==> src/design/ldev_cfg_defines.svh <==
// constants for the logical device resource configuration block
// assumes inclusion by bare name from the package and modules
`ifndef LDEV_CFG_DEFINES_SVH
`define LDEV_CFG_DEFINES_SVH
`define NUM_BANKS        9
`define BANK_W           4
`define SLOT_W           2
`define MEM_ADDR_W       6
`define PORT_INDEX       1'b0
`define PORT_DATA        1'b1
`define IDX_LDN          8'h07
`define IDX_BANKED_MIN   8'h30
`define IDX_IO_BASE0_HI  8'h60
`define IDX_IO_BASE0_LO  8'h61
`define IDX_IO_BASE1_HI  8'h62
`define IDX_IO_BASE1_LO  8'h63
`define IDX_IRQ_SEL      8'h70
`define IDX_IRQ_TYPE     8'h71
`define IDX_DMA0         8'h74
`define IDX_DMA1         8'h75
`define DMA_NONE         8'h04
`define ZERO_BYTE        8'h00
`define IRQ_NUM_W        4
`define IRQ_LINES        16
`define IRQ_NONE         4'h0
`define WAKE_BIT         4
`define POL_BIT          1
`define LVL_BIT          0
`define IRQ_SEL_MASK     8'h1F
`define IRQ_TYPE_MASK    8'h03
`define IRQ_TYPE_RST     2'h2
`define EDGE_ONLY_BANKS  9'h000
`define LEVEL_ONLY_BANKS 9'h000
`endif

==> src/design/ldev_cfg_pkg.sv <==
// types shared by the logical device configuration block
// assumes the defines header is on the include path
package ldev_cfg_pkg;
`include "ldev_cfg_defines.svh"
    typedef logic [7:0]                   byte_t;
    typedef logic [`BANK_W-1:0]           bank_t;
    typedef logic [`IRQ_NUM_W-1:0]        irq_num_t;
    typedef logic [`IRQ_LINES-1:0]        irq_vec_t;
    typedef logic [`NUM_BANKS-1:0]        bank_vec_t;
    typedef logic [`MEM_ADDR_W-1:0]       mem_addr_t;
endpackage

==> src/design/ldev_base_mem.sv <==
// small memory holding the i/o base descriptor bytes of every bank
// assumes one access per cycle; read data comes out of a register
`timescale 1ns/100ps
`include "ldev_cfg_defines.svh"
module ldev_base_mem
    import ldev_cfg_pkg::*;
(
    input  wire logic                core_clk_in,  // device clock
    input  wire logic                reset_in,     // sync reset, active high
    input  wire logic                wr_en_in,     // write strobe
    input  wire ldev_cfg_pkg::mem_addr_t addr_in,  // bank and slot
    input  wire ldev_cfg_pkg::byte_t wdata_in,     // write data
    output ldev_cfg_pkg::byte_t      rdata_out     // registered read data
);
    import ldev_cfg_pkg::*;

    localparam int DEPTH = `NUM_BANKS << `SLOT_W;

    byte_t mem_q [DEPTH];
    byte_t rdata_q;

    assign rdata_out = rdata_q;

    // reset clears all descriptors so no resource is assigned by default
    always_ff @(posedge core_clk_in) begin
        if (reset_in) begin
            for (int i = 0; i < DEPTH; i++) begin
                mem_q[i] <= `ZERO_BYTE;
            end
            rdata_q <= `ZERO_BYTE;
        end else begin
            if (wr_en_in && (int'(addr_in) < DEPTH)) begin
                mem_q[addr_in] <= wdata_in;
            end
            rdata_q <= (int'(addr_in) < DEPTH) ? mem_q[addr_in] : `ZERO_BYTE;
        end
    end
endmodule

==> src/design/ldev_cfg_regs.sv <==
// banked resource configuration registers behind the index-data port
// assumes host strobes are single-cycle and synchronous to core_clk_in
`timescale 1ns/100ps
`include "ldev_cfg_defines.svh"
module ldev_cfg_regs
    import ldev_cfg_pkg::*;
(
    input  wire logic                    core_clk_in,    // device clock, 250 MHz
    input  wire logic                    reset_in,       // sync reset, active high
    input  wire logic                    cfg_wr_in,      // host write strobe
    input  wire logic                    cfg_rd_in,      // host read strobe
    input  wire logic                    cfg_port_in,    // 0 index, 1 data
    input  wire ldev_cfg_pkg::byte_t     cfg_wdata_in,   // host write data
    output ldev_cfg_pkg::byte_t          cfg_rdata_out,  // host read data
    output logic                         cfg_rvalid_out, // read data valid pulse
    input  wire ldev_cfg_pkg::bank_vec_t dev_irq_in,     // device requests, high
    output ldev_cfg_pkg::bank_vec_t      irq_power_event_out, // wake event pulses
    output ldev_cfg_pkg::irq_vec_t       irq_req_out,    // line asserted
    output ldev_cfg_pkg::irq_vec_t       irq_pol_out,    // line polarity, 1 high
    output ldev_cfg_pkg::irq_vec_t       irq_level_out   // line type, 1 level
);
    import ldev_cfg_pkg::*;

    // slot of an io base index within a bank, flag set when it is one
    function automatic logic [`SLOT_W:0] io_slot(input byte_t idx);
        unique case (idx)
            `IDX_IO_BASE0_HI: io_slot = {1'b1, 2'h0};
            `IDX_IO_BASE0_LO: io_slot = {1'b1, 2'h1};
            `IDX_IO_BASE1_HI: io_slot = {1'b1, 2'h2};
            `IDX_IO_BASE1_LO: io_slot = {1'b1, 2'h3};
            default:          io_slot = {1'b0, 2'h0};
        endcase
    endfunction

    // bit of a per-bank mask; device numbers without a bank read as clear
    function automatic logic bank_bit(input bank_vec_t mask, input bank_t b);
        bank_bit = (int'(b) < `NUM_BANKS) ? mask[b] : 1'b0;
    endfunction

    byte_t     index_q;
    bank_t     ldn_q;
    irq_num_t  irq_num_q [`NUM_BANKS];
    bank_vec_t wake_en_q;
    bank_vec_t pol_q;
    bank_vec_t lvl_q;
    bank_vec_t irq_prev_q;
    bank_vec_t event_q;
    irq_vec_t  req_q;
    irq_vec_t  pol_line_q;
    irq_vec_t  lvl_line_q;
    byte_t     hold_q;
    logic      from_mem_q;
    logic      rd_pend_q;
    byte_t     rdata_q;
    logic      rvalid_q;
    byte_t     mem_rdata;

    wire data_wr    = cfg_wr_in && (cfg_port_in == `PORT_DATA);
    wire data_rd    = cfg_rd_in && (cfg_port_in == `PORT_DATA);
    wire index_wr   = cfg_wr_in && (cfg_port_in == `PORT_INDEX);
    wire index_rd   = cfg_rd_in && (cfg_port_in == `PORT_INDEX);
    // reserved device numbers have no bank, so banked accesses fall through
    wire bank_ok    = int'(ldn_q) < `NUM_BANKS;
    wire banked     = (index_q >= `IDX_BANKED_MIN) && bank_ok;
    wire [`SLOT_W:0] slot = io_slot(index_q);
    wire hit_io     = banked && slot[`SLOT_W];
    wire hit_sel    = banked && (index_q == `IDX_IRQ_SEL);
    wire hit_type   = banked && (index_q == `IDX_IRQ_TYPE);
    wire hit_dma    = banked && ((index_q == `IDX_DMA0) || (index_q == `IDX_DMA1));
    wire hit_ldn    = index_q == `IDX_LDN;

    wire mem_wr     = data_wr && hit_io;
    wire mem_addr_t mem_addr = {ldn_q, slot[`SLOT_W-1:0]};

    localparam bank_vec_t  EDGE_MASK  = `EDGE_ONLY_BANKS;
    localparam bank_vec_t  LEVEL_MASK = `LEVEL_ONLY_BANKS;
    localparam logic [1:0] TYPE_RST   = `IRQ_TYPE_RST;

    // a single-type bank pins its type bit, so writes to it are dropped
    wire edge_only  = bank_bit(EDGE_MASK, ldn_q);
    wire level_only = bank_bit(LEVEL_MASK, ldn_q);
    wire ro_type    = edge_only || level_only;
    wire ro_type_v  = level_only;

    ldev_base_mem u_base_mem (
        .core_clk_in (core_clk_in),
        .reset_in    (reset_in),
        .wr_en_in    (mem_wr),
        .addr_in     (mem_addr),
        .wdata_in    (cfg_wdata_in),
        .rdata_out   (mem_rdata)
    );

    // read value for every non-memory register; reserved bits stay zero
    wire byte_t sel_rd  = {3'h0, wake_en_q[ldn_q], irq_num_q[ldn_q]};
    wire byte_t type_rd = {6'h00, pol_q[ldn_q], lvl_q[ldn_q]};
    wire byte_t reg_rd  = index_rd ? index_q :
                          hit_ldn  ? {4'h0, ldn_q} :
                          hit_sel  ? sel_rd :
                          hit_type ? type_rd :
                          hit_dma  ? `DMA_NONE :
                                     `ZERO_BYTE;

    always_ff @(posedge core_clk_in) begin
        if (reset_in) begin
            index_q <= `ZERO_BYTE;
            ldn_q   <= '0;
        end else begin
            if (index_wr) begin
                index_q <= cfg_wdata_in;
            end
            if (data_wr && hit_ldn) begin
                ldn_q <= cfg_wdata_in[`BANK_W-1:0];
            end
        end
    end

    // interrupt configuration of every bank is flops, needed in parallel
    always_ff @(posedge core_clk_in) begin
        if (reset_in) begin
            for (int b = 0; b < `NUM_BANKS; b++) begin
                irq_num_q[b] <= `IRQ_NONE;
            end
            wake_en_q <= '0;
            for (int b = 0; b < `NUM_BANKS; b++) begin
                pol_q[b] <= TYPE_RST[`POL_BIT];
                // a level-only bank comes up level, an edge-only bank edge
                lvl_q[b] <= bank_bit(LEVEL_MASK, bank_t'(b)) |
                            (TYPE_RST[`LVL_BIT] & !bank_bit(EDGE_MASK, bank_t'(b)));
            end
        end else begin
            if (data_wr && hit_sel) begin
                irq_num_q[ldn_q] <= cfg_wdata_in[`IRQ_NUM_W-1:0];
                wake_en_q[ldn_q] <= cfg_wdata_in[`WAKE_BIT];
            end
            if (data_wr && hit_type) begin
                pol_q[ldn_q] <= cfg_wdata_in[`POL_BIT];
                lvl_q[ldn_q] <= ro_type ? ro_type_v
                                        : cfg_wdata_in[`LVL_BIT];
            end
        end
    end

    // an assertion is a rising edge of the device request
    wire bank_vec_t irq_rise = dev_irq_in & ~irq_prev_q;
    bank_vec_t assigned;
    always_comb begin
        for (int b = 0; b < `NUM_BANKS; b++) begin
            assigned[b] = irq_num_q[b] != `IRQ_NONE;
        end
    end

    always_ff @(posedge core_clk_in) begin
        if (reset_in) begin
            irq_prev_q <= '0;
            event_q    <= '0;
        end else begin
            irq_prev_q <= dev_irq_in;
            event_q    <= irq_rise & wake_en_q & assigned;
        end
    end

    // line routing; lowest bank wins the type bits if software doubles up
    irq_vec_t req_d;
    irq_vec_t pol_d;
    irq_vec_t lvl_d;
    always_comb begin
        req_d = '0;
        pol_d = '0;
        lvl_d = '0;
        for (int b = `NUM_BANKS - 1; b >= 0; b--) begin
            if (assigned[b]) begin
                req_d[irq_num_q[b]] = req_d[irq_num_q[b]] | dev_irq_in[b];
                pol_d[irq_num_q[b]] = pol_q[b];
                lvl_d[irq_num_q[b]] = lvl_q[b];
            end
        end
    end

    always_ff @(posedge core_clk_in) begin
        if (reset_in) begin
            req_q      <= '0;
            pol_line_q <= '0;
            lvl_line_q <= '0;
        end else begin
            req_q      <= req_d;
            pol_line_q <= pol_d;
            lvl_line_q <= lvl_d;
        end
    end

    // reads take two cycles so memory and flop sources line up
    always_ff @(posedge core_clk_in) begin
        if (reset_in) begin
            hold_q     <= `ZERO_BYTE;
            from_mem_q <= 1'b0;
            rd_pend_q  <= 1'b0;
            rdata_q    <= `ZERO_BYTE;
            rvalid_q   <= 1'b0;
        end else begin
            hold_q     <= reg_rd;
            from_mem_q <= data_rd && hit_io;
            rd_pend_q  <= cfg_rd_in;
            rvalid_q   <= rd_pend_q;
            if (rd_pend_q) begin
                rdata_q <= from_mem_q ? mem_rdata : hold_q;
            end
        end
    end

    assign cfg_rdata_out       = rdata_q;
    assign cfg_rvalid_out      = rvalid_q;
    assign irq_power_event_out = event_q;
    assign irq_req_out         = req_q;
    assign irq_pol_out         = pol_line_q;
    assign irq_level_out       = lvl_line_q;
endmodule

==> config.mk <==
export PLATFORM = sky130hd
export DESIGN_NAME = ldev_cfg_regs
export DESIGN_NICKNAME = d
export VERILOG_FILES = /design/src/design/ldev_cfg_pkg.sv /design/src/design/ldev_base_mem.sv /design/src/design/ldev_cfg_regs.sv
export VERILOG_INCLUDE_DIRS = /design/src /design/src/design
export SDC_FILE = /design/constraint.sdc
export NUM_CORES = 1
export LEC_CHECK = 0
export ABC_AREA = 1
export BUFFER_PORTS_ARGS = -buffer_cell sky130_fd_sc_hd__buf_2
export CAP_MARGIN = 10
export CORE_MARGIN = 5
export CORE_UTILIZATION = 35
export CTS_CLUSTER_SIZE = 14
export DETAILED_ROUTE_END_ITERATION = 10
export PLACE_DENSITY_LB_ADDON = 0.08
export SKIP_LAST_GASP = 1
export SLEW_MARGIN = 10
export SYNTH_ARGS = -nofsm -noshare
export SYNTH_HDL_FRONTEND = slang
export SYNTH_SLANG_ARGS = --single-unit
==> constraint.sdc <==
create_clock -name core_clk_in -period 10.6 [get_ports core_clk_in]
set_input_delay 1.59 -clock core_clk_in [delete_from_list [all_inputs] [get_ports core_clk_in]]
set_output_delay 1.59 -clock core_clk_in [all_outputs]
set_load 0.02 [all_outputs]
# Word-level counts from Yosys, hierarchy flattened
# Memories as Yosys holds them, arrays and structs flattened. A register that Yosys moved wholly into a read port is not among the register bits.
# Cells that the tools add are included.
[classes] order_cmp=23 eq_ne=9 muxes=125 bitwise=18 reduce_logical=38
[op_table] op="$mux 16" n=27
[op_table] op="$bwmux 16" n=24
[op_table] op="$eq 8x7->1 const B" n=8
[op_table] op="$lt 4x5->1 const B" n=10
[op_table] op="$and 16x16->16" n=3
[op_table] op="$bmux 1 s4" n=11
[op_table] op="$demux 1 s4" n=10
[op_table] op="$ge 4x1->1 const B" n=10
[op_table] op="$reduce_bool 4->1" n=9
[op_table] op="$mux 1" n=35
[op_table] op="$and 9x9->9" n=3
[op_table] op="$bwmux 9" n=3
[op_table] op="$logic_and 1x1->1" n=25
[op_table] op="$mux 4" n=6
[op_table] op="$mux 8" n=3
[op_table] op="$pmux 3 s4" n=1
[op_table] op="$mux 5" n=2
[op_table] op="$not 9->9" n=1
[op_table] op="$or 1x1->1" n=9
[op_table] op="$eq 8x3->1 const B" n=1
[op_table] op="$ge 8x6->1 const B" n=1
[op_table] op="$reduce_or 8->1" n=1
[op_table] op="$lt 6x6->1 const B" n=1
[op_table] op="$mux 3" n=2
[op_table] op="other kinds (6)" n=7
[word_totals] register_bits=124 ramBits=324 rom_bits=32 out_inout_bits=66 wordCells=232 memories=4
[memory_table] memory="u_base_mem.mem_q" words=36 width=8 rd=1 rd_ports_with_merged_regs=1 wr=36 line_no="ldev_base_mem.sv:19" source="byte_t mem_q [DEPTH];"
[memory_table] memory="irq_num_q" words=9 width=4 rd=10 rd_ports_with_merged_regs=1 wr=9 line_no="ldev_cfg_regs.sv:42" source="irq_num_t irq_num_q [`NUM_BANKS];"
[memory_table] memory="(name not given)" words=16 width=1 rd=1 rd_ports_with_merged_regs=0 wr=0 line_no="ldev_cfg_regs.sv:173" source="req_d[irq_num_q[b]] = req_d[irq_num_q[b]] | dev_irq_in[b];"
[memory_table] memory="(name not given)" words=16 width=1 rd=1 rd_ports_with_merged_regs=1 wr=0 line_no="ldev_cfg_regs.sv:37" source="bank_bit = (int'(b) < `NUM_BANKS) ? mask[b] : 1'b0;"

# Longest topological paths before layout
# Gate-level depths: netlist of run 1.
# An unclocked memory read counts as a cell.
[depth] depth_word=47 ltp_mapped=62 mapped_depth_nobuf=54

# Modules after synthesis
# A second synthesis of run 1 with hierarchy kept.
[hier_totals] cells_unflattened=4543 hier_area_um2=37021.8
[by_module_without_submodules] mod="ldev_base_mem" n_inst=1 cells_each=2453 area_per_inst_um2=23547.6
[by_module_without_submodules] mod="ldev_cfg_regs" n_inst=1 cells_each=2090 area_per_inst_um2=13474.2

# Worst setup path after synthesis of run 1
# Ideal clock, no wire load.
[synth_timing] path_type="input -> register" from="input port dev_irq_in[8]" to="register req_q[8], in the netlist irq_req_out[8]" setup_time_ps=109 arrival_ps=7391 slack_ps=3100 stages=60 n_path_buf=10 path_cell_list="buf_4 > buf_2 > nand3_1 > nand2_1 > nor2_1 > nor2_2 > nor2_4 > buf_12 > nand3_1 > nand3_1 > o21ai_0 > nor2_1 > nor2_1 > nor2_2 > buf_4 > nand3_1 > nand3_1 > nand2_1 > (+24 left out) > buf_4 > nand3_1 > nand3_1 > nand2_1 > nor2_1 > nor2_1 > nor2_2 > buf_4 > nand3_1 > nand3_1 > nand2_1 > nor2_1 > nor2_1 > nor2_4 > buf_6 > nand3_1 > nand2_1 > inv_1"
[synth_between] elab_chain_cells=43
[synth_rtl] element="start, declared" line_no="ldev_cfg_regs.sv:16" source="input wire ldev_cfg_pkg::bank_vec_t dev_irq_in,"
[synth_rtl] element="$or 1x1->1 *" line_no="ldev_cfg_regs.sv:173"
[synth_rtl] element="$and 16x16->16 (no line) *"
[synth_rtl] element="$mux 16 *" line_no="ldev_cfg_regs.sv:172" source="if (assigned[b]) begin"
[synth_rtl] element="$bmux 1 s4" line_no="ldev_cfg_regs.sv:173"
[synth_rtl] element="$mux 1 (not written as such)" line_no="ldev_cfg_regs.sv:173"
[synth_rtl] element="$or 1x1->1" line_no="ldev_cfg_regs.sv:173"
[synth_rtl] element="$bwmux 16" line_no="ldev_cfg_regs.sv:173"
[synth_rtl] element="$mux 16 *" line_no="ldev_cfg_regs.sv:172"
[synth_rtl] element="(+27 left out)"
[synth_rtl] element="$or 1x1->1" line_no="ldev_cfg_regs.sv:173"
[synth_rtl] element="$bwmux 16" line_no="ldev_cfg_regs.sv:173"
[synth_rtl] element="$mux 16 *" line_no="ldev_cfg_regs.sv:172"
[synth_rtl] element="$bmux 1 s4" line_no="ldev_cfg_regs.sv:173"
[synth_rtl] element="$mux 1 (not written as such)" line_no="ldev_cfg_regs.sv:173"
[synth_rtl] element="$or 1x1->1" line_no="ldev_cfg_regs.sv:173"
[synth_rtl] element="$bwmux 16" line_no="ldev_cfg_regs.sv:173"
[synth_rtl] element="$mux 16 *" line_no="ldev_cfg_regs.sv:172"
[synth_rtl] element="end signal, assigned" line_no="ldev_cfg_regs.sv:186" source="req_q <= req_d;"
[synth_rtl] element="end, declared" line_no="ldev_cfg_regs.sv:48" source="irq_vec_t req_q;"
# Mark *: on every way between the ends. The rest lies on a longest branch, timed or not. The select of a mux whose other input is x is not followed.
# A chain may end at the register's enable or synchronous reset.

# Worst setup path in the final report of run 1
[layout_timing] from="input port dev_irq_in[8]" to="register req_q[2], in the netlist irq_req_out[2]"
# The elaborated chain is that of the path after synthesis.

==> impl_metrics.csv, run 1 <==
group,metric,value,unit
hold_path,hold_depth,1,
worst_setup_path,crit_fanout,26,
final_layout,stdcell_count,5406,
synthesis,syn_area_per_cell,9.06,um^2
floorplanning,die_h,323,um
worst_setup_path,path_buf_inv,3,
placement,gp_congestion,0.865,
power,vdd_ir_drop_max,0.125,mV
floorplanning,dieWidth,323,um
final_layout,area_growth,14.8,%
power,finalPower,6.33,mW
sta,final.setup.tns,0,ns
sta,setup_viol,0,
final_layout,multi_input_area,13400,um^2
placement,portBuffers,87,
worst_setup_path,startpoint_type,"input port",
synthesis,synth_warnings,0,
cts,cts_tree,"yes",
synthesis,synth_top_area_share,50.4,%
worst_setup_path,r2r_setup_slack,1.80,ns
final_layout,finalNetCount,4083,
cts,clock_latency,0.66,ns
synthesis,synth.area.top_cells,"edfxtp_1 (50%), nor2_1 (8.7%), dfxtp_1 (7.9%)",
worst_setup_path,worstPathArrival,9.79,ns
cts,cts_sinks,712,
sta,post-route-period-util,87.4,%
synthesis,synth.top_cells.by_count,"nor2_1 (795), nand2_1 (638), edfxtp_1 (576)",
status,status,"finished, final reports clean",
power,leakage,15.2,nW
sta,clock_skew,0.0301,ns
run,drv_cap,0,
grt,antenna_found_initial,5,
floorplanning,start_util,35.4,%
worst_setup_path,end_kind,"register",
synthesis,syn_area,34300,um^2
cts,postCtsHoldBufs,0,
sta,fmax,108,MHz
worst_setup_path,r2r-start,"irq_num_q[7][1]",
grt,grt_max_degree,106,
synthesis,synth_cell_types,47,
route,finalWirelength,120000,um
synthesis,async_flop_share,0,%
cts,root_buffer,"clkbuf_16",
cts,cts.path.max_buffers,3,
synthesis,synthMostInstantiatedCell,"nor2_1",
route,drc,0,
route,wire_per_inst,22.3,um
floorplanning,num_rows,114,
final_layout,drive_above_1_share,7.88,%
grt,grt_pass1_vias,27500,
placement,post-place-cells,5254,
worst_setup_path,critical_path_class,"input port to register",
worst_setup_path,regToRegEndpoint,"irq_req_out[2]",
hold_path,hp-class,"register to register",
sta,rsz0062_at_grt,"no",
hold_path,min_from,"irq_prev_q[5]",
synthesis,yosysSeqAreaShare,58.4,%
hold_path,whs_endpoint,"irq_power_event_out[5]",
synthesis,synth_edf_count,576,
worst_setup_path,crit_family,"simple AND/OR/NAND/NOR gates",
synthesis,syn-instance-count,3785,
worst_setup_path,ff2ff_path_depth,52,
floorplanning,core,97000,um^2
synthesis,ys_ff_latch,712,
grt,grtUsageTotal,22.6,%
sta,slew_viol_final,0,
grt,grt-ovfl-total,0,
route,num_vias,28700,
final_layout,fill_cells,10000,
route,detailedRoute.firstIterationViolations,2689,
power,p_per_area,161,nW/um^2
sta,whs,0.387,ns
worst_setup_path,max_stage_delay,0.55,ns
cts,htree_levels,3,
floorplanning,design.die.area,104000,um^2
grt,grt_first_pass_wirelength,177000,um
placement,hpwl,80900,um
cts,numCtsBuffers,81,
cts,clk_pin_slew,0.06,ns
route,detail-route-antenna-nets,0,
synthesis,synth_top_flop_cell,"edfxtp_1",
route,viasPerCell,5.30,
floorplanning,ios,88,
worst_setup_path,cp.required,11.13,ns
final_layout,seq_area,20000,um^2
sta,timing.final.ws_setup,1.34,ns
route,first_pass_iters,6,
worst_setup_path,cp_slowest_cell,"nor2_2",
sta,hold_violations,0,
placement,place_ws,0.647,ns
synthesis,yosysTopAreaCell,"edfxtp_1",
sta,slew_headroom,20.7,%
sta,period_minus_slack,9.26,ns
sta,worst_slew_pin_slew,1.18,ns
worst_setup_path,crit_top_cell,"nand3_1",
## logic make-up (layout without fill, tap and decap cells)
group | after synthesis | count (layout) | share of synthesized area (%)
flip-flops | 712 | 712 | 58.4
AO/OA/AOI/OAI | 774 | 774 | 14.0
other | 1 | 260 | 0.0109
AND/OR/NAND/NOR | 1825 | 1825 | 22.1
buffers and inverters | 473 | 559 | 5.55
## worst reg2reg max path, delay by kind of cell (launching register included)
kind,cells,cell delay [ns]
DFF,1,0.45
and+or+nand+nor,50,8.06
buffers and inverters,2,0.19
## worst max path at each step
stage / start / to / depth (start not counted)
2_1_floorplan: dev_irq_in[8] / irq_req_out[8] / 60
3_3_place_gp: dev_irq_in[8] / irq_req_out[8] / 51
3_5_place_dp: dev_irq_in[8] / irq_req_out[9] / 51
4_1_cts: dev_irq_in[8] / irq_req_out[9] / 51
5_1_grt: dev_irq_in[8] / irq_req_out[6] / 51
6_report: dev_irq_in[8] / irq_req_out[2] / 51
## power breakdown
| part | switching, mW | internal [mW] |
|---|---|---|
| clock network | 1.19 | 1.56 |
| logic | 0.287 | 0.0833 |
| registers | 0.0423 | 3.16 |
| total | 1.52 | 4.81 |
## cell usage in the layout, fill, tap and decap left out, types with 32 or more instances in the layout
cell type  instances
a21oi_1          107
a221oi_1          32
a22oi_1           36
a31oi_1           53
buf_2             87
clkbuf_16         82
conb_1           255
dfxtp_1          135
edfxtp_1         576
inv_1            267
nand2_1          638
nand3_1          291
nor2_1           790
o2111ai_1         32
o211ai_1          84
o21ai_0          327
## per-layer routing
metal | vias to the layer above | share of wire (%) | global-route usage (%)
met5 | - | 0 | 0
met4 | 0 | 4.1 | 8.94
met3 | 234 | 5.1 | 2.98
met2 | 901 | 49 | 39.6
met1 | 14000 | 41 | 28.5
li1 | 13500 | - | -
## layout make-up
cell class | instances | share of cell area [%]
inverter | 295 | 2.82
tap | 1276 | 4.05
clock buffer | 108 | 5.64
sequential | 712 | 50.8
clock inverter | 39 | 0.918
antenna | 5 | 0.0318
multi-input combinational | 2854 | 34.0
timing repair buffer | 117 | 1.71
## registers in the layout, indices dropped and copies added (netlist names), named ones only
register and count:
cfg_rdata_out 8, irq_pol_out 16, lvl_q 9, wake_en_q 9, irq_num_q 64, irq_prev_q 9, hold_q 8, pol_q 9
cfg_rvalid_out 1, u_base_mem.mem_q 512, irq_req_out 16, irq_power_event_out 9, index_q 8, u_base_mem.rdata_out 8, ldn_q 4, irq_level_out 16
rd_pend_q 1, from_mem_q 1
## through the flow
step	utilization [%]	instance area, um^2
floorplan	-	35300
global placement	37.9	36800
detailed placement	37.9	36800
CTS	40.6	39400
global route	40.6	39400
finish	40.6	39400
## timing repair
item,4_1_cts,5_1_grt
setup buffers,0,0
setup endpoints to repair,0,15
gates resized for setup,0,3
(Power assumes the default switching activity.)
==> run 2, diff against run 1 <==
--- a/config.mk
+++ b/config.mk
@@ -7,12 +7,13 @@
 export NUM_CORES = 1
 export LEC_CHECK = 0
 export ABC_AREA = 1
-export BUFFER_PORTS_ARGS = -buffer_cell sky130_fd_sc_hd__buf_2
 export CAP_MARGIN = 10
 export CORE_MARGIN = 5
-export CORE_UTILIZATION = 35
+export CORE_UTILIZATION = 30
+export CTS_BUF_LIST = sky130_fd_sc_hd__clkbuf_8
 export CTS_CLUSTER_SIZE = 14
 export DETAILED_ROUTE_END_ITERATION = 10
+export DONT_BUFFER_PORTS = 1
 export PLACE_DENSITY_LB_ADDON = 0.08
 export SKIP_LAST_GASP = 1
 export SLEW_MARGIN = 10
==> impl_metrics.csv, run 2 (synthesis results as in run 1) <==
group,metric,value,unit
power,p_sw_share,25.2,%
route,dr_wl_met2,63900,um
worst_setup_path,cp.required,11.29,ns
worst_setup_path,worstPathArrival,9.67,ns
sta,slew_headroom,27.1,%
grt,grt_first_pass_wirelength,187000,um
sta,fmax,111,MHz
grt,antenna_found_initial,4,
route,met1Wirelength,53600,um
final_layout,regMostFlops,"u_base_mem.mem_q",
power,leakage,15.0,nW
worst_setup_path,regToRegEndpoint,"irq_req_out[6]",
cts,root_buffer,"clkbuf_8",
route,first_pass_iters,8,
floorplanning,ios,88,
power,p_switching,1.54,mW
worst_setup_path,ff2ff_path_depth,54,
final_layout,finalNetCount,4053,
route,detail-route-antenna-nets,0,
worst_setup_path,max_stage_delay,0.57,ns
cts,cts_setup_buffers,0,
route,wire_per_inst,22.5,um
sta,hold_violations,0,
final_layout,seq_area,20000,um^2
cts,cts_tree,"yes",
floorplanning,dieWidth,348,um
worst_setup_path,r2r_setup_slack,1.62,ns
sta,slew_viol_final,0,
cts,cts.path.max_buffers,3,
sta,rsz0062_at_grt,"no",
route,detailedRoute.firstIterationViolations,2195,
final_layout,layout_commonest_cell,"nor2_1",
grt,grt-ovfl-total,0,
status,status,"finished, final reports clean",
power,vdd_ir_drop_max,0.0904,mV
cts,cts_sinks,712,
final_layout,fill_cells,12100,
floorplanning,core,114000,um^2
final_layout,drive_above_1_share,7.17,%
hold_path,hold_depth,1,
route,viasPerCell,5.00,
worst_setup_path,crit_top_cell,"nand3_1",
worst_setup_path,crit_family,"simple AND/OR/NAND/NOR gates",
floorplanning,start_util,30.1,%
power,p_per_area,155,nW/um^2
cts,post_cts_resized,0,
grt,grtUsageTotal,20.6,%
final_layout,final_cell_mix,"nor2_1 (789), nand2_1 (638), edfxtp_1 (576)",
worst_setup_path,startpoint_type,"input port",
route,wl_met3,6250,um
cts,clk_pin_slew,0.05,ns
run,drv_cap,0,
hold_path,whs_endpoint,"irq_power_event_out[5]",
grt,grt_max_degree,111,
cts,clock_latency,0.80,ns
sta,final.setup.tns,0,ns
route,dr.max_layer_used,"met5",
worst_setup_path,critical_path_class,"input port to register",
power,finalPower,6.08,mW
final_layout,reg_top3,"u_base_mem.mem_q: 512 flops, irq_num_q: 64 flops",
placement,portBuffers,0,
sta,setup_viol,0,
route,num_vias,28300,
final_layout,area_growth,14.2,%
sta,post-route-period-util,84.7,%
power,seq_power_share,53.0,%
floorplanning,design.die.area,121000,um^2
route,drc,0,
cts,postCtsHoldBufs,0,
hold_path,min_from,"irq_prev_q[5]",
sta,period_minus_slack,8.98,ns
cts,htree_levels,4,
floorplanning,die_h,348,um
placement,hpwl,85400,um
placement,post-place-cells,5404,
placement,gp_congestion,0.848,
worst_setup_path,cp_slowest_cell,"nor2_2",
final_layout,multi_input_area,13400,um^2
hold_path,hp-class,"register to register",
sta,worst_slew_pin_slew,1.09,ns
floorplanning,num_rows,124,
final_layout,stdcell_count,5655,
power,intPower,4.55,mW
grt,grt_pass1_vias,27800,
route,finalWirelength,127000,um
worst_setup_path,path_buf_inv,2,
final_layout,largest_reg_flops,512,
worst_setup_path,end_kind,"register",
worst_setup_path,r2r-start,"irq_num_q[8][0]",
worst_setup_path,crit_fanout,26,
cts,numCtsBuffers,137,
power,combPwrFrac,5.2,%
sta,clock_skew,0.0369,ns
power,clkPwrFrac,41.8,%
## run 2: layout make-up
cell class | count | area share [%]
Antenna cell | 2 | 0.0128
Clock buffer | 147 | 5.16
Clock inverter | 102 | 1.28
Inverter | 295 | 2.84
Multi-Input combinational cell | 2854 | 34.2
Sequential cell | 712 | 51.1
Tap cell | 1512 | 4.83
Timing Repair Buffer | 31 | 0.626
## run 2: power by group through the flow
| stage | logic [mW] | clock network, mW | registers, mW |
|---|---|---|---|
| 2_1_floorplan | 0.220 | 0 | 3.27 |
| 3_3_place_gp | 0.316 | 0 | 3.28 |
| 3_5_place_dp | 0.315 | 0 | 3.28 |
| 4_1_cts | 0.316 | 2.64 | 3.23 |
| 5_1_grt | 0.350 | 2.76 | 3.24 |
| 6_report | 0.316 | 2.54 | 3.23 |
## run 2: stage by stage
step	worst slack [ns]	cell area [um^2]	util, %	hold WS (ns)
floorplan	3.10	35300	-	0.373
global placement	1.11	36700	32.2	0.380
detailed placement	0.941	36700	32.2	0.383
CTS	1.75	39200	34.4	0.391
global route	0.368	39200	34.4	0.403
finish	1.62	39200	34.4	0.389
## run 2: layer usage
metal | up-vias | GRT usage [%]
met5 | - | 0
met4 | 2 | 6.70
met3 | 194 | 3.56
met2 | 728 | 36.4
met1 | 13900 | 25.6
li1 | 13500 | -
## run 2: worst max path at each step
stage	startpoint	to	slack (ns)	cells after the start
floorplan	dev_irq_in[8]	irq_req_out[8]	3.10	60
finish	dev_irq_in[8]	irq_req_out[6]	1.62	50
global placement	dev_irq_in[8]	irq_req_out[15]	1.11	50
global route	irq_num_q[7][1]	irq_req_out[2]	0.37	52
CTS	irq_num_q[8][0]	irq_req_out[6]	1.75	54
detailed placement	dev_irq_in[8]	irq_req_out[6]	0.94	50
